**src/ascq_defines.svh**
```systemverilog
// register offsets, field positions, reset values and timing counts of the sequencer control block
// assumes inclusion by bare name from every file that needs them
`ifndef ASCQ_DEFINES_SVH
`define ASCQ_DEFINES_SVH
// ==========================================================
// register offsets (byte addresses)
`define ASCQ_OFF_ACTIVE 12'h000
`define ASCQ_OFF_RAW 12'h004
`define ASCQ_OFF_MASK 12'h008
`define ASCQ_OFF_ISC 12'h00C
`define ASCQ_OFF_OVF 12'h010
`define ASCQ_OFF_EMUX 12'h014
`define ASCQ_OFF_UNF 12'h018
`define ASCQ_OFF_PRI 12'h020
`define ASCQ_OFF_INIT 12'h028
`define ASCQ_OFF_AVG 12'h030
// per-sequencer blocks start at 0x040, one every 0x020
`define ASCQ_SEQ_BLK_FIRST 7'h02
`define ASCQ_SEQ_BLK_LAST 7'h05
`define ASCQ_SUB_INSEL 2'h0
`define ASCQ_SUB_CTL 2'h1
`define ASCQ_SUB_FIFO 2'h2
`define ASCQ_SUB_STAT 2'h3
// ==========================================================
// reset values and fields
`define ASCQ_RST_PRI 16'h3210
`define ASCQ_PRI_MASK 16'h3333
`define ASCQ_RST_CTL3 32'h00000002
`define ASCQ_CTL_DIFF 0
`define ASCQ_CTL_END 1
`define ASCQ_CTL_IRQ 2
`define ASCQ_CTL_TEMP 3
`define ASCQ_STAT_TAIL 0
`define ASCQ_STAT_HEAD 4
`define ASCQ_STAT_EMPTY 8
`define ASCQ_STAT_FULL 12
`define ASCQ_TRIG_SW 4'h0
`define ASCQ_TRIG_ALWAYS 4'hF
`define ASCQ_AVG_MAX_LOG 3'h6
// ==========================================================
// timing
`define ASCQ_PCLK_KHZ 50000
`define ASCQ_CONV_MAX_KHZ 18000
`define ASCQ_CONV_DIV ((`ASCQ_PCLK_KHZ + `ASCQ_CONV_MAX_KHZ - 1) / `ASCQ_CONV_MAX_KHZ)
`endif

```
**src/ascq_pkg.sv**
```systemverilog
// types shared by the sequencer control block
// assumes nothing beyond a SystemVerilog compiler
package ascq_pkg;
	typedef enum logic [1:0] {SEQ_IDLE, SEQ_START, SEQ_WAIT, SEQ_STORE} ascq_state_t;

	typedef struct packed {
		logic [3:0] active;
		logic [3:0] raw;
		logic [3:0] mask;
		logic [3:0] ovf;
		logic [3:0] unf;
		logic [15:0] emux;
		logic [15:0] pri;
		logic [2:0] avg;
		logic [3:0][31:0] insel;
		logic [3:0][31:0] ctl;
		logic [3:0] pend;
		ascq_state_t state;
		logic [1:0] seq;
		logic [2:0] step;
		logic [15:0] acc;
		logic [6:0] avg_cnt;
		logic conv_start;
		logic [1:0] pos_sel;
		logic [1:0] neg_sel;
		logic diff;
		logic temp;
		logic [9:0] result;
		logic apb_wait;
		logic fifo_rd;
		logic err;
		logic [31:0] rdata;
		logic [3:0] sync1;
		logic [3:0] sync2;
		logic [3:0] sync3;
		logic [3:0] trig_lvl;
	} ascq_st_t;
endpackage

```
**src/ascq_clkdiv.sv**
```systemverilog
// converter clock enable: one-cycle pulse every DIV bus clocks
// assumes a free-running pclk
`timescale 1ns/1ps
module ascq_clkdiv #(
	parameter int DIV = 3
) (
	input wire logic pclk,
	input wire logic presetn,
	output logic tick
);
	typedef struct packed {
		logic [7:0] cnt;
		logic tick;
	} ascq_div_t;

	ascq_div_t st_ff;
	ascq_div_t nxt_st;

	always_comb begin
		nxt_st = st_ff;
		nxt_st.tick = (st_ff.cnt == 8'(DIV - 1));
		nxt_st.cnt = nxt_st.tick ? 8'h00 : st_ff.cnt + 8'h01;
	end

	always_ff @(posedge pclk or negedge presetn) begin
		if (!presetn) begin
			st_ff <= '0;
		end else begin
			st_ff <= nxt_st;
		end
	end

	assign tick = st_ff.tick;
endmodule

```
**src/ascq_fifo.sv**
```systemverilog
// circular result buffer with registered read data
// assumes push and pop come from logic on pclk
`timescale 1ns/1ps
module ascq_fifo #(
	parameter int DEPTH = 8,
	parameter int WIDTH = 10
) (
	input wire logic pclk,
	input wire logic presetn,
	input wire logic push,
	input wire logic [WIDTH-1:0] push_data,
	input wire logic pop,
	output logic [WIDTH-1:0] rd_data,
	output logic [3:0] head,
	output logic [3:0] tail,
	output logic full,
	output logic empty
);
	typedef struct packed {
		logic [DEPTH-1:0][WIDTH-1:0] mem;
		logic [3:0] head;
		logic [3:0] tail;
		logic [3:0] count;
		logic [WIDTH-1:0] rd;
	} ascq_fifo_st_t;

	ascq_fifo_st_t st_ff;
	ascq_fifo_st_t nxt_st;

	function automatic logic [3:0] ascq_wrap(input logic [3:0] p);
		ascq_wrap = (p == 4'(DEPTH - 1)) ? 4'h0 : p + 4'h1;
	endfunction

	assign full = (st_ff.count == 4'(DEPTH));
	assign empty = (st_ff.count == 4'h0);

	always_comb begin
		nxt_st = st_ff;
		// a push into a full buffer is dropped; the caller flags overflow
		if (push && !full) begin
			nxt_st.mem[st_ff.head] = push_data;
			nxt_st.head = ascq_wrap(st_ff.head);
		end
		if (pop && !empty) begin
			nxt_st.rd = st_ff.mem[st_ff.tail];
			nxt_st.tail = ascq_wrap(st_ff.tail);
		end
		nxt_st.count = st_ff.count + 4'((push && !full) ? 1 : 0) - 4'((pop && !empty) ? 1 : 0);
	end

	always_ff @(posedge pclk or negedge presetn) begin
		if (!presetn) begin
			st_ff <= '0;
		end else begin
			st_ff <= nxt_st;
		end
	end

	assign rd_data = st_ff.rd;
	assign head = st_ff.head;
	assign tail = st_ff.tail;
endmodule

```
**src/ascq_top.sv**
```systemverilog
// sample sequencer control: APB registers, triggers, arbitration, sequencing, averaging, result buffers
// assumes an APB master on pclk and a converter core on pclk that answers conv_start with conv_done
//
// Function
// - four sequencers: 8, 4, 4, 1 steps and buffers
// - buffer word is 32 bits, result in low 10
// - each step: input nibble and control nibble
// - control nibble: temp, interrupt, end, differential bits
// - sequencer starts only while its enable bit set; a running sequence continues if it is cleared
// - same input allowed in several steps
// - per-step interrupt bits honoured in any combination
// - sequence stops after the end-marked step
// - buffer read at one address pops oldest entry
// - status shows head, tail, full and empty
// - overflow and underflow recorded per sequencer separately
// - converter logic runs near 16.667 MHz, automatic divider
// - raw status readable; mask gates interrupt output
// - status-clear shows masked raw; write one clears
// - pending triggers served by priority, 0 highest
// - per-sequencer trigger select, software and always included
// - initiate register bit starts that sequencer
// - averaging of up to 64 conversions per entry
// - averaging off at reset, one shared setting
// - single-ended code passes 0x000 to 0x3FF
// - differential pair n uses inputs 2n and 2n+1
// - differential code centred at 0x1FF passes through
// - reset priorities: first highest, fourth lowest
`timescale 1ns/1ps
`include "ascq_defines.svh"
module ascq_top
	import ascq_pkg::*;
#(
	parameter int DIV = `ASCQ_CONV_DIV
) (
	input wire logic pclk,
	input wire logic presetn,
	input wire logic psel,
	input wire logic penable,
	input wire logic pwrite,
	input wire logic [11:0] paddr,
	input wire logic [31:0] pwdata,
	output logic [31:0] prdata,
	output logic pready,
	output logic pslverr,
	input wire logic [3:0] ext_trig,
	output logic conv_start,
	output logic [1:0] conv_pos_sel,
	output logic [1:0] conv_neg_sel,
	output logic conv_diff,
	output logic conv_temp,
	input wire logic conv_done,
	input wire logic [9:0] conv_result,
	output logic [3:0] seq_irq
);
	// ==========================================================
	// decode helpers
	function automatic logic [3:0] ascq_steps(input logic [1:0] s);
		unique case (s)
			2'h0: ascq_steps = 4'h8;
			2'h3: ascq_steps = 4'h1;
			default: ascq_steps = 4'h4;
		endcase
	endfunction

	function automatic logic [31:0] ascq_step_mask(input logic [1:0] s);
		unique case (s)
			2'h0: ascq_step_mask = 32'hFFFFFFFF;
			2'h3: ascq_step_mask = 32'h0000000F;
			default: ascq_step_mask = 32'h0000FFFF;
		endcase
	endfunction

	function automatic logic ascq_in_seq(input logic [11:0] a);
		ascq_in_seq = (a[11:5] >= `ASCQ_SEQ_BLK_FIRST) && (a[11:5] <= `ASCQ_SEQ_BLK_LAST) && !a[4];
	endfunction

	// ==========================================================
	// state, buffers and divider
	ascq_st_t st_ff;
	ascq_st_t nxt;
	logic conv_tick;
	logic [3:0] fifo_push;
	logic [3:0] fifo_pop;
	logic [3:0] fifo_full;
	logic [3:0] fifo_empty;
	logic [3:0][3:0] fifo_head;
	logic [3:0][3:0] fifo_tail;
	logic [3:0][9:0] fifo_data;
	logic grant_ok;
	logic [1:0] grant_idx;
	logic prio_ok;
	logic acc1;
	logic acc_done;
	logic hit_seq;
	logic [1:0] a_seq;
	logic [3:0] cur_sel;
	logic [3:0] cur_ctl;
	logic [2:0] avg_eff;
	logic [15:0] sum;
	logic [3:0] trig_rise;
	logic [3:0] code;

	ascq_clkdiv #(.DIV(DIV)) u_div (
		.pclk(pclk),
		.presetn(presetn),
		.tick(conv_tick)
	);

	genvar gi;
	generate
		for (gi = 0; gi < 4; gi++) begin : g_fifo
			ascq_fifo #(.DEPTH((gi == 0) ? 8 : ((gi == 3) ? 1 : 4)), .WIDTH(10)) u_fifo (
				.pclk(pclk),
				.presetn(presetn),
				.push(fifo_push[gi]),
				.push_data(st_ff.result),
				.pop(fifo_pop[gi]),
				.rd_data(fifo_data[gi]),
				.head(fifo_head[gi]),
				.tail(fifo_tail[gi]),
				.full(fifo_full[gi]),
				.empty(fifo_empty[gi])
			);
		end
	endgenerate

	assign acc1 = psel && penable && !st_ff.apb_wait;
	assign acc_done = psel && penable && st_ff.apb_wait;
	assign hit_seq = ascq_in_seq(paddr);
	assign a_seq = 2'(paddr[11:5] - `ASCQ_SEQ_BLK_FIRST);
	assign cur_sel = st_ff.insel[st_ff.seq][{st_ff.step, 2'b00} +: 4];
	assign cur_ctl = st_ff.ctl[st_ff.seq][{st_ff.step, 2'b00} +: 4];
	assign avg_eff = (st_ff.avg > `ASCQ_AVG_MAX_LOG) ? `ASCQ_AVG_MAX_LOG : st_ff.avg;
	assign sum = st_ff.acc + {6'h00, conv_result};

	// ==========================================================
	// arbitration among pending triggers
	always_comb begin
		grant_ok = 1'b0;
		grant_idx = 2'h0;
		for (int i = 0; i < 4; i++) begin
			if (st_ff.pend[i] && st_ff.active[i] &&
				(!grant_ok || st_ff.pri[4*i +: 2] < st_ff.pri[4*grant_idx +: 2])) begin
				grant_ok = 1'b1;
				grant_idx = 2'(i);
			end
		end
		prio_ok = 1'b1;
		for (int i = 0; i < 4; i++) begin
			if (st_ff.pend[i] && st_ff.active[i] && st_ff.pri[4*i +: 2] < st_ff.pri[4*grant_idx +: 2]) begin
				prio_ok = 1'b0;
			end
		end
	end

	// ==========================================================
	// next-state logic
	always_comb begin
		nxt = st_ff;
		nxt.conv_start = 1'b0;
		fifo_push = 4'h0;
		fifo_pop = 4'h0;
		trig_rise = 4'h0;
		code = 4'h0;

		// trigger pins: three flops, a change counts when the last two agree
		nxt.sync1 = ext_trig;
		nxt.sync2 = st_ff.sync1;
		nxt.sync3 = st_ff.sync2;
		for (int i = 0; i < 4; i++) begin
			if (st_ff.sync2[i] == st_ff.sync3[i]) begin
				nxt.trig_lvl[i] = st_ff.sync3[i];
				trig_rise[i] = st_ff.sync3[i] && !st_ff.trig_lvl[i];
			end
		end

		// apb: first access cycle captures read data, second completes
		if (acc1) begin
			nxt.apb_wait = 1'b1;
			nxt.fifo_rd = 1'b0;
			nxt.err = 1'b0;
			nxt.rdata = 32'h00000000;
			if (hit_seq) begin
				unique case (paddr[3:2])
					`ASCQ_SUB_INSEL: nxt.rdata = st_ff.insel[a_seq];
					`ASCQ_SUB_CTL: nxt.rdata = st_ff.ctl[a_seq];
					`ASCQ_SUB_FIFO: begin
						nxt.fifo_rd = !pwrite;
						fifo_pop[a_seq] = !pwrite;
						if (!pwrite && fifo_empty[a_seq]) begin
							nxt.unf[a_seq] = 1'b1;
						end
					end
					`ASCQ_SUB_STAT: begin
						nxt.rdata[`ASCQ_STAT_TAIL +: 4] = fifo_tail[a_seq];
						nxt.rdata[`ASCQ_STAT_HEAD +: 4] = fifo_head[a_seq];
						nxt.rdata[`ASCQ_STAT_EMPTY] = fifo_empty[a_seq];
						nxt.rdata[`ASCQ_STAT_FULL] = fifo_full[a_seq];
					end
				endcase
			end else begin
				unique case (paddr)
					`ASCQ_OFF_ACTIVE: nxt.rdata[3:0] = st_ff.active;
					`ASCQ_OFF_RAW: nxt.rdata[3:0] = st_ff.raw;
					`ASCQ_OFF_MASK: nxt.rdata[3:0] = st_ff.mask;
					`ASCQ_OFF_ISC: nxt.rdata[3:0] = st_ff.raw & st_ff.mask;
					`ASCQ_OFF_OVF: nxt.rdata[3:0] = st_ff.ovf;
					`ASCQ_OFF_EMUX: nxt.rdata[15:0] = st_ff.emux;
					`ASCQ_OFF_UNF: nxt.rdata[3:0] = st_ff.unf;
					`ASCQ_OFF_PRI: nxt.rdata[15:0] = st_ff.pri;
					`ASCQ_OFF_INIT: nxt.rdata = 32'h00000000;
					`ASCQ_OFF_AVG: nxt.rdata[2:0] = st_ff.avg;
					default: nxt.err = 1'b1;
				endcase
			end
		end

		// writes land at the completing edge; hardware sets below win over clears
		if (acc_done) begin
			nxt.apb_wait = 1'b0;
			if (pwrite && hit_seq) begin
				unique case (paddr[3:2])
					`ASCQ_SUB_INSEL: nxt.insel[a_seq] = pwdata & ascq_step_mask(a_seq);
					`ASCQ_SUB_CTL: nxt.ctl[a_seq] = pwdata & ascq_step_mask(a_seq);
					default: ;
				endcase
			end else if (pwrite) begin
				unique case (paddr)
					`ASCQ_OFF_ACTIVE: nxt.active = pwdata[3:0];
					`ASCQ_OFF_MASK: nxt.mask = pwdata[3:0];
					`ASCQ_OFF_ISC: nxt.raw = st_ff.raw & ~pwdata[3:0];
					`ASCQ_OFF_OVF: nxt.ovf = st_ff.ovf & ~pwdata[3:0];
					`ASCQ_OFF_UNF: nxt.unf = nxt.unf & ~pwdata[3:0];
					`ASCQ_OFF_EMUX: nxt.emux = pwdata[15:0];
					`ASCQ_OFF_PRI: nxt.pri = pwdata[15:0] & `ASCQ_PRI_MASK;
					`ASCQ_OFF_INIT: nxt.pend = st_ff.pend | (pwdata[3:0] & st_ff.active);
					`ASCQ_OFF_AVG: nxt.avg = pwdata[2:0];
					default: ;
				endcase
			end
		end

		// sequencer engine
		unique case (st_ff.state)
			SEQ_IDLE: begin
				if (grant_ok) begin
					nxt.seq = grant_idx;
					nxt.step = 3'h0;
					nxt.pend[grant_idx] = 1'b0;
					nxt.acc = 16'h0000;
					nxt.avg_cnt = 7'h00;
					nxt.state = SEQ_START;
				end
			end
			SEQ_START: begin
				if (conv_tick) begin
					nxt.conv_start = 1'b1;
					nxt.diff = cur_ctl[`ASCQ_CTL_DIFF];
					nxt.temp = cur_ctl[`ASCQ_CTL_TEMP];
					nxt.pos_sel = cur_ctl[`ASCQ_CTL_DIFF] ? {cur_sel[0], 1'b0} : cur_sel[1:0];
					nxt.neg_sel = {cur_sel[0], 1'b1};
					nxt.state = SEQ_WAIT;
				end
			end
			SEQ_WAIT: begin
				if (conv_done) begin
					nxt.acc = sum;
					nxt.avg_cnt = st_ff.avg_cnt + 7'h01;
					if ((st_ff.avg_cnt + 7'h01) == (7'h01 << avg_eff)) begin
						nxt.result = 10'(sum >> avg_eff);
						nxt.state = SEQ_STORE;
					end else begin
						nxt.state = SEQ_START;
					end
				end
			end
			SEQ_STORE: begin
				fifo_push[st_ff.seq] = 1'b1;
				if (fifo_full[st_ff.seq]) begin
					nxt.ovf[st_ff.seq] = 1'b1;
				end
				if (cur_ctl[`ASCQ_CTL_IRQ]) begin
					nxt.raw[st_ff.seq] = 1'b1;
				end
				nxt.acc = 16'h0000;
				nxt.avg_cnt = 7'h00;
				if (cur_ctl[`ASCQ_CTL_END] || ({1'b0, st_ff.step} == ascq_steps(st_ff.seq) - 4'h1)) begin
					nxt.state = SEQ_IDLE;
				end else begin
					nxt.step = st_ff.step + 3'h1;
					nxt.state = SEQ_START;
				end
			end
		endcase

		// trigger capture; a disabled sequencer drops its pending request
		for (int i = 0; i < 4; i++) begin
			code = st_ff.emux[4*i +: 4];
			if ((code == `ASCQ_TRIG_ALWAYS) || ((code != `ASCQ_TRIG_SW) && trig_rise[code[1:0]])) begin
				nxt.pend[i] = 1'b1;
			end
			if (!nxt.active[i]) begin
				nxt.pend[i] = 1'b0;
			end
		end
	end

	always_ff @(posedge pclk or negedge presetn) begin
		if (!presetn) begin
			st_ff <= '0;
			st_ff.pri <= `ASCQ_RST_PRI;
			st_ff.ctl[3] <= `ASCQ_RST_CTL3;
		end else begin
			st_ff <= nxt;
		end
	end

	// ==========================================================
	// outputs
	assign pready = acc_done;
	assign pslverr = acc_done && st_ff.err;
	assign prdata = st_ff.fifo_rd ? {22'h000000, fifo_data[a_seq]} : st_ff.rdata;
	assign seq_irq = st_ff.raw & st_ff.mask;
	assign conv_start = st_ff.conv_start;
	assign conv_pos_sel = st_ff.pos_sel;
	assign conv_neg_sel = st_ff.neg_sel;
	assign conv_diff = st_ff.diff;
	assign conv_temp = st_ff.temp;
endmodule

```
**config.mk**
```make
export PLATFORM = sky130hd
export DESIGN_NAME = ascq_top
export DESIGN_NICKNAME = d
export VERILOG_FILES = /design/src/ascq_pkg.sv /design/src/ascq_clkdiv.sv /design/src/ascq_fifo.sv /design/src/ascq_top.sv
export VERILOG_INCLUDE_DIRS = /design/src /design/src/src
export SDC_FILE = /design/constraint.sdc
export NUM_CORES = 1
export LEC_CHECK = 0
export ABC_AREA = 1
export BUFFER_PORTS_ARGS = -buffer_cell sky130_fd_sc_hd__buf_2
export CAP_MARGIN = 20
export CORE_ASPECT_RATIO = 0.6
export CORE_UTILIZATION = 30
export DETAILED_ROUTE_END_ITERATION = 6
export GPL_ROUTABILITY_DRIVEN = 0
export PLACE_DENSITY = 0.43
export SLEW_MARGIN = 0
export SYNTH_ARGS = -nofsm -noshare
export SYNTH_HDL_FRONTEND = slang
export SYNTH_HIERARCHICAL = 1
export SYNTH_SLANG_ARGS = --single-unit
```
**constraint.sdc**
```tcl
create_clock -name pclk -period 4.6 [get_ports pclk]
set_input_delay 0.69 -clock pclk [delete_from_list [all_inputs] [get_ports pclk]]
set_output_delay 0.69 -clock pclk [all_outputs]
set_load 0.1 [all_outputs]
```
==> metrics, run 1 <==
GRT busiest layer=met1; Fmax achieved=290 MHz; residual DRC count=0; Final Util=0.340; post-synthesis sequential area ratio=0.480; CP max FO=a little over 50; Die Span Y=roughly 270 µm; fin crit share=0.750; initial DRC count=roughly 3000; row count=96; Syn Inst Count=around 4400; DR vias/cell=between 4 and 5; Switch Pwr=just over 7000 µW; setup_tns=0 ns; commonest non-fill, non-tap cells in the layout=1231 x nand2_1, 666 x dfrtp_1, 630 x inv_1, 273 x o21ai_0, 249 x nand3_1; number of global-route vias before repair=~28000; syn avg cell area=~8.0 µm²; Total GRT Usage=0.215; post-route design area=0.0391 mm²; max-slew violations=0; die area=between 0.1 and 0.15 mm²; CTS tree=done; met3 Resource Use GR=0.0594; Max-slew headroom=0.222; Chip Width=~440 µm; Starting Density=0.304; cts hold-fix bufs=0; H-Tree Level Count=3; root buf cell=clkbuf_16; DRT Pass-1 Iters=5; Slew @ Worst Pin=1.17 ns; commonest non-fill, non-tap cell in the layout=nand2_1; first-pass GRT wire length=190000 µm; Syn Nets=around 4500; switching portion of total power=0.379; grt met2 use=0.262; critical path launch point type=input port; outcome=finished clean; worst vdd ir=0.000299 V; num ports=109; CP required=between 3 and 4 ns; combinational share of power=0.271; Hold Crit Class=input port to asynchronous set/reset pin; synthesis warning total=6; Final Net Count=4443; WHS=~0.05 ns; cts repair resizes=0; setup violators final=0; Clock power frac=0.332; CP Capture Type=primary output; pre-CTS setup slack=0.505 ns; library cells used by synthesis=65; drt wl/cell=21.6 µm; worst setup margin=1.15 ns; final hold vios=0; Post-DP HPWL=between 80000 and 90000 µm; pin count of the biggest net entering global routing=105; Seq cells post-synth=672; WL final=between 100000 and 150000 µm; routed vias=about 30000; P_int=about 12000 µW; GR Overflow Total=0; ys async rst share=1.00; sequential share of power=0.398; Crit Path Class=input port to primary output; worst-skew pair later-pin latency=approximately 0.67 ns; Worst EP arrival=about 2.8 ns; core area=roughly 0.12 mm²; Mapped Area=approximately 0.035 mm²; final antenna-violating net count=0; Reg clk slew, reported paths=approximately 0.060 ns; synth-to-layout area growth=11.6%; grt met1 use=0.357; Longest Clk Path Bufs=3; clock period minus worst slack=between 3 and 4 ns; total power per unit cell area=a little under 500 mW/mm²; post-CTS setup buffers=0; Post-synth EDFFs=0; Pleak=slightly below 0.02 µW; port bufs=about 110; initial antenna violation count=13; clock sinks=between 600 and 700; Max Cap Violations=0; Placed Instance Area=0.0366 mm²; cts bufs inserted=74; top_reg_cell synth=dfrtp_1; proportion of layout cells with a drive suffix above 1=0.0977; Setup Skew=0.0267 ns; RSZ-0062 raised after global routing=no
[cells in the mapped netlist, types with 62 or more instances]
cell type | number | area, µm²
o221ai_1 | 68 | 596
o21ai_0 | 273 | 1370
a22oi_1 | 146 | 1100
o22ai_1 | 62 | 388
a21oi_1 | 104 | 521
nand2_1 | 1239 | 4650
nand3_1 | 249 | 1250
dfrtp_1 | 667 | 16700
clkbuf_1 | 110 | 413
nand4_1 | 103 | 644
buf_4 | 97 | 728
inv_1 | 632 | 2370
nor2_1 | 149 | 559
[through the flow]
step                      cells  total power, µW
final                      5897            18800
after global placement     5755            12500
after detailed placement   5757            12600
after floorplan            4353            10600
after global routing       5895            19800
after CTS                  5888            18900
[final cells by class]
class,instances,area [µm²]
multi-input combinational,2717,14100
inverter,660,2480
fill,12300,76000
timing repair buffer,192,1380
clock inverter,26,307
tap,1519,1900
antenna,6,15.0
sequential,672,16800
clock buffer,105,2140
[cells by family after synthesis]
| kind of cell | share of synthesized area |
|---|---|
| compound gates | 0.141 |
| mux | 0.00118 |
| fa+ha+maj | 0.0244 |
| flops | 0.480 |
| xor+xnor | 0.00847 |
| simple gates | 0.223 |
| buf+inv | 0.121 |
[final timing paths]
path                              from  slack, ns  depth (start not counted)                         end
setup / recovery              paddr[6]       1.15                          7                   prdata[3]
hold / removal                 presetn       0.05                          1  g_fifo[1].u_fifo/st_ff[49]
setup reg to reg             st_ff[94]       1.28                         11  g_fifo[1].u_fifo/st_ff[12]
hold reg to reg                nxt[11]       0.35                          0                      nxt[7]
max in group asynchronous      presetn       3.38                          2             conv_neg_sel[0]
min in group pclk          ext_trig[1]       0.15                          1                      nxt[9]
[worst max-delay path: stages]
cell and delay, ns:
buf_2 0.18, inv_2 0.07, nor2_4 0.08, buf_4 0.58, nand2_1 0.18, a41oi_1 0.43
buf_2 0.50
[power by group through the flow]
stage / logic, µW / registers [µW] / clock network, µW
after global routing: 5610 / 7580 / 6640
after detailed placement: 4940 / 7620 / 0
after floorplan: 3300 / 7320 / 0
after CTS: 4950 / 7520 / 6400
after global placement: 4930 / 7620 / 0
final: 5080 / 7470 / 6220
[registers in the layout (all words and copies together), names as in the netlist]
name and count:
g_fifo.u_fifo/tail 16, u_div/tick 1, g_fifo.u_fifo/head 16, g_fifo.u_fifo/rd_data 40, conv_pos_sel 2, nxt 8
st_ff 386, conv_neg_sel 2, conv_start 1, u_div/st_ff 8, conv_temp 1, code 4
conv_diff 1, g_fifo.u_fifo/st_ff 186
[per-layer routing]
metal | vias to the layer above | part of all wire
met5 | - | 0.00045
met4 | 8 | 0.016
met3 | 146 | 0.084
met2 | 960 | 0.36
met1 | 14300 | 0.54
li1 | 14000 | -
No activity file was read; power rests on OpenSTA's default activity.
==> run 2: changes to the inputs <==
--- a/config.mk
+++ b/config.mk
@@ -6,7 +6,7 @@
 export SDC_FILE = /design/constraint.sdc
 export NUM_CORES = 1
 export LEC_CHECK = 0
-export ABC_AREA = 1
+export ABC_AREA = 0
 export BUFFER_PORTS_ARGS = -buffer_cell sky130_fd_sc_hd__buf_2
 export CAP_MARGIN = 20
 export CORE_ASPECT_RATIO = 0.6
==> constraint.sdc (replaced) <==
create_clock -name pclk -period 3.4 [get_ports pclk]
set_input_delay 0.51 -clock pclk [delete_from_list [all_inputs] [get_ports pclk]]
set_output_delay 0.51 -clock pclk [all_outputs]
set_load 0.1 [all_outputs]
==> run 2 against run 1 <==
Critical path depth rose by 9. Clock power rose by 33%. Non-clock buffer count rose by 50. Global-route usage fell by 3.2 points. Largest cell class unchanged. Sequential power rose by 9.1%. Synthesized cell count fell by 41%. Total power fell by 6.2%. Via count fell by 25%. Cell area barely moved. Worst hold slack improved by 0.057 ns. Clock-buffer cell count rose by 1.
==> metrics, run 2 <==
outcome=finished clean; hold depth=2; syn avg cell area=roughly 13 µm²; WHS=0.108 ns; CP Capture Type=flip-flop; critical-path cell list=inv_1, ha_4, a21oi_2, o21bai_1, mux2i_1, ha_1, a21oi_2, o21ai_2, nand2_1, o21ai_0, ha_2, a2111oi_4, o311ai_2, and3_4, a21o_1, a21boi_0; core area=roughly 0.11 mm²; commonest non-fill, non-tap cells in the layout=664 x dfrtp_1, 386 x mux2_2, 160 x mux4_2, 134 x nand2_1, 128 x and2_1; drt wl/cell=about 25 µm; synth-to-layout area growth=15.1%; Pleak=between 0.015 and 0.02 µW; crit-path max cell delay=about 0.38 ns; initial DRC count=around 1800; max-slew violations=0; worst-skew pair later-pin latency=~0.66 ns; post-route design area=0.0391 mm²; Post-DP HPWL=about 73000 µm; Final Net Count=approximately 2800; WL final=~100000 µm; met2 WL=just over 40000 µm; most instantiated library cell after synthesis=dfrtp_1; most frequent CP cell=a21oi_2; critical path launch point type=flip-flop; final hold vios=0; Crit Path Class=flip-flop to flip-flop; CP required=about 4 ns; FF-to-FF Start=st_ff[362]; ys async rst share=1.00; routed vias=~22000; RSZ-0062 raised after global routing=no; Slew @ Worst Pin=approximately 1.1 ns; R2R Setup Slk=approximately 0.17 ns; share of the synthesized area in the top cell type=0.492; R2R cell count=16; residual DRC count=0; Max Cap Violations=0; Area contributors post-synth=dfrtp_1 49%, mux2_2 13%, mux4_2 11%; Post-synth EDFFs=0; post-synthesis sequential area ratio=0.495; setup violators final=0; Total GRT Usage=0.184; number of global-route vias before repair=~23000; worst min-delay path startpoint=pwdata[22]; die area=around 0.11 mm²; DR WL met3=between 8000 and 9000 µm; worst hold path endpoint=st_ff[252]; Mapped Area=around 0.034 mm²; pin count of the biggest net entering global routing=96; Synth area leader=dfrtp_1; mux cell area share after synthesis=0.274; top_reg_cell synth=dfrtp_1; num ports=between 100 and 150; setup_tns=0 ns; first-pass GRT wire length=around 160000 µm; library cells used by synthesis=roughly 90; Longest Clk Path Bufs=3; Setup Skew=around 0.021 ns; Max-slew headroom=0.254; total power per unit cell area=between 400 and 500 mW/mm²; top sig layer=met5; Synth Area in Adders=0.0251; GR Overflow Total=0; DR vias/cell=roughly 5.2; H-Tree Level Count=3; Starting Density=0.303; Synth Area in Compound Gates=0.0609; Die Span Y=about 260 µm; largest family of logic cells by synthesized area=multiplexers; final antenna-violating net count=0; port bufs=108; Syn Nets=between 2000 and 3000; max reg flops=around 390; commonest non-fill, non-tap cell in the layout=dfrtp_1; Worst EP arrival=3.80 ns; CTS tree=done; initial antenna violation count=9; DRT Pass-1 Iters=6; cts bufs inserted=between 70 and 80; Reg-to-Reg End=st_ff[99]; clock sinks=about 670; Fmax achieved=a little over 300 MHz; proportion of layout cells with a drive suffix above 1=0.369; Placed Instance Area=0.0365 mm²; CP max FO=4; simple-gate share of the synthesized area=0.0909; worst vdd ir=approximately 0.00027 V; Slowest-stage cell, CP=dfrtp_1; Post-Synth XOR/XNOR Area=0.0103; fin crit share=0.950; root buf cell=clkbuf_16; clock period minus worst slack=around 3.2 ns; Largest Register=st_ff; Hold Crit Class=input port to flip-flop; synthesis warning total=6; Chip Width=between 400 and 500 µm; Seq cells post-synth=roughly 670; Syn Inst Count=approximately 2600; Synth top cells by count=667 x dfrtp_1, 386 x mux2_2, 160 x mux4_2; row count=95; Reg clk slew, reported paths=approximately 0.060 ns; met1 WL=roughly 54000 µm
==> run 2: cell families after synthesis <==
kind of cell	Yosys count
buffers and inverters	280
XOR/XNOR	40
flip-flops	672
adder cells (fa/ha/maj)	66
AO/OA/AOI/OAI	316
multiplexers	655
AND/OR/NAND/NOR	537
==> run 2: cell type report <==
class | count | area, µm²
fill | 10900 | 73000
sequential | 672 | 16800
multi-input combinational | 1614 | 15800
clock buffer | 106 | 2220
tap | 1503 | 1880
timing repair buffer | 242 | 1840
clock inverter | 25 | 244
inverter | 63 | 239
antenna | 3 | 7.51
==> run 2: where the power goes <==
group | switching, µW | leakage (µW) | internal (µW)
Combinational | 817 | 0.00775 | 337
Sequential | 54.9 | 0.00924 | 8100
Clock | 3470 | 0.00122 | 4830
==> run 2: worst max path at each step <==
stage / slack (ns) / to / from / cells past startpoint
after floorplan: -0.27 / g_fifo[3].u_fifo/st_ff[12] / paddr[8] / 15
after global placement: -0.32 / g_fifo[0].u_fifo/st_ff[13] / paddr[8] / 13
after detailed placement: -0.34 / g_fifo[0].u_fifo/st_ff[13] / paddr[8] / 13
after CTS: 0.009 / st_ff[98] / st_ff[362] / 16
after global routing: 0.02 / st_ff[99] / st_ff[362] / 16
final: 0.17 / st_ff[99] / st_ff[362] / 16
==> run 2: metrics by stage <==
stage / utilization / instances / setup WS (ns) / total power [µW]
floorplan: - / 2566 / -0.266 / 8940
global placement: 0.325 / 4086 / -0.316 / 9440
detailed placement: 0.325 / 4086 / -0.341 / 9470
CTS: 0.348 / 4223 / 0.00949 / 17900
global route: 0.348 / 4225 / 0.0185 / 18300
finish: 0.348 / 4228 / 0.171 / 17600
==> run 2: repair_timing <==
item,4_1_cts,5_1_grt
setup buffers,1,1
hold buffers,5,0
gates resized for setup,3,10
pin swaps,0,4
setup endpoints to repair,4,4
endpoints found under the hold margin,66,0
==> run 2: critical path: cells and delay by family (launching register included) <==
kind                     cells  cell delay [ns]
flip-flops                   1             0.38
adder cells (fa/ha/maj)      3             0.72
buffers and inverters        1             0.09
AND/OR/NAND/NOR              2             0.29
AO/OA/AOI/OAI                9             1.52
multiplexers                 1             0.14
==> run 2: routing by layer <==
metal,global-route usage,vias to the layer above
li1,-,9559
met1,0.291,11700
met2,0.237,611
met3,0.0594,117
met4,0.0369,2
met5,0,-
==> run 3: changes to the inputs <==
--- a/config.mk
+++ b/config.mk
@@ -10,10 +10,10 @@
 export BUFFER_PORTS_ARGS = -buffer_cell sky130_fd_sc_hd__buf_2
 export CAP_MARGIN = 20
 export CORE_ASPECT_RATIO = 0.6
-export CORE_UTILIZATION = 30
+export CORE_UTILIZATION = 40
 export DETAILED_ROUTE_END_ITERATION = 6
 export GPL_ROUTABILITY_DRIVEN = 0
-export PLACE_DENSITY = 0.43
+export PLACE_DENSITY = 0.54
 export SLEW_MARGIN = 0
 export SYNTH_ARGS = -nofsm -noshare
 export SYNTH_HDL_FRONTEND = slang
==> run 3 against run 2 <==
Clock power shrank 4.6%. Utilization grew 11 points. Non-clock buffer count shrank 36. Cell area shrank 2.5%. Critical path depth is the same. Via count shrank 1.1%. Clock skew grew 0.0047 ns. Global-route usage grew 4.6 points. Setup slack lost 0.045 ns. Combinational power is essentially flat. Register-to-register slack lost 0.05 ns. Sequential cell count is the same. Critical path type unchanged. Largest cell class unchanged.
==> metrics, run 3 (synthesis results as in run 2) <==
max-slew violations=0; Max Cap Violations=0; cts bufs inserted=67; Slew @ Worst Pin=approximately 1.1 ns; outcome=finished clean; Setup Skew=around 0.025 ns; DR vias/cell=5.70; worst vdd ir=between 0.0003 and 0.0004 V; number of global-route vias before repair=between 20000 and 25000; Total Power=roughly 17000 µW; WL final=97200 µm; GR Overflow Total=0; setup violators final=0; residual DRC count=0; Chip Width=about 380 µm; initial antenna violation count=11; port bufs=approximately 110; CP required=3.90 ns; Max-slew headroom=0.266; commonest non-fill, non-tap cells in the layout=664 x dfrtp_1, 386 x mux2_2, 160 x mux4_2, 135 x nand2_1, 128 x and2_1; initial DRC count=1945; max reg flops=~390; Reg clk slew, reported paths=0.07 ns; critical path launch point type=flip-flop; row count=a little over 80; fin crit share=0.963; final hold vios=0; first-pass GRT wire length=roughly 150000 µm; die area=around 0.086 mm²; Longest Clk Path Bufs=3; CP max FO=3; Largest Register=st_ff; Pleak=between 0.015 and 0.02 µW; clock period minus worst slack=roughly 3.3 ns; root buf cell=clkbuf_16; CTS tree=done; commonest non-fill, non-tap cell in the layout=dfrtp_1; routed vias=21800; Die Span Y=approximately 230 µm; CP Capture Type=flip-flop; Final Util=0.455; Post-DP HPWL=between 60000 and 70000 µm; multi-input logic area=0.0158 mm²; pin count of the biggest net entering global routing=roughly 110; final antenna-violating net count=0; proportion of layout cells with a drive suffix above 1=0.355; total power per unit cell area=between 400 and 500 mW/mm²; drt wl/cell=between 20 and 30 µm; clock sinks=around 670; Hold Crit Class=input port to flip-flop; Fmax achieved=just over 300 MHz; Total GRT Usage=0.229; DRT Pass-1 Iters=5; worst-skew pair later-pin latency=roughly 0.64 ns; num ports=approximately 110; Worst EP arrival=3.78 ns; synth-to-layout area growth=12.2%; Crit Path Class=flip-flop to flip-flop; # fillers=around 7500; Starting Density=0.406; Final Net Count=around 2800; Reg area=~0.017 mm²; core area=around 0.084 mm²; H-Tree Level Count=3
## run 3: changes by cell type in the layout (fill, tap and decap cells not counted), sizes merged
cell	change
buf	-35
inv	-2
bufinv	+4
clkbuf	-9
clkinv	-4
## run 3: area by class of cell
cell class                 instances  area share
inverter                          63     0.00628
clock inverter                    23     0.00858
timing repair buffer             206      0.0389
clock buffer                      98      0.0525
sequential                       672       0.442
antenna                            3    0.000197
tap                             1134      0.0373
multi-input combinational       1614       0.414
## run 3: timing repair
action,4_1_cts,5_1_grt
buffers inserted,2,2
resized for setup,4,6
setup endpoints to repair,2,6
hold buffers,5,0
gates cloned,0,0
pin swaps,1,2
hold endpoints to repair,47,0
## run 3: metal layers
metal | global-route usage | part of all wire | routed length [µm]
met1 | 0.362 | 0.50 | 48200
met2 | 0.292 | 0.39 | 37800
met3 | 0.0926 | 0.10 | 9890
met4 | 0.0353 | 0.012 | 1210
met5 | 0 | 0.00073 | 71
## run 3: power by group
part,internal [µW],switching (µW)
clock network,4700,3220
registers,8090,52.3
logic,319,802
## run 3: final timing paths
| check | start | end | slack, ns | cells after the start |
|---|---|---|---|---|
| max in group asynchronous | presetn | g_fifo[1].u_fifo/st_ff[37] | 1.90 | 3 |
| min in group asynchronous | presetn | st_ff[321] | 0.44 | 2 |
| worst min-delay path | pwdata[18] | st_ff[120] | 0.13 | 2 |
| worst max register to register | st_ff[362] | st_ff[98] | 0.13 | 16 |
| worst max-delay path | st_ff[362] | st_ff[98] | 0.13 | 16 |
| worst min register to register | nxt[9] | nxt[5] | 0.34 | 0 |
## run 3: critical path: stages (launching register included)
cell	delay, ns
dfrtp_1	0.38
inv_1	0.07
ha_1	0.33
a21oi_2	0.15
o21bai_2	0.10
mux2i_1	0.15
ha_1	0.23
a21oi_2	0.25
o21ai_2	0.13
o21ai_0	0.17
ha_1	0.24
a2111oi_4	0.05
buf_4	0.15
o311ai_1	0.31
and3_1	0.25
a21o_1	0.12
a21boi_1	0.06
## run 3: through the flow
step	TNS [ns]	hold WS (ns)	setup slack, ns	cells	area (µm²)
after CTS	0	0.0763	0.00232	3808	38000
after floorplan	-2.88	0.214	-0.266	2566	34000
after global routing	-0.0321	0.0890	-0.0255	3810	38100
after detailed placement	-3.29	0.337	-0.323	3680	35600
final	0	0.126	0.126	3813	38100
after global placement	-2.61	0.332	-0.263	3680	35600
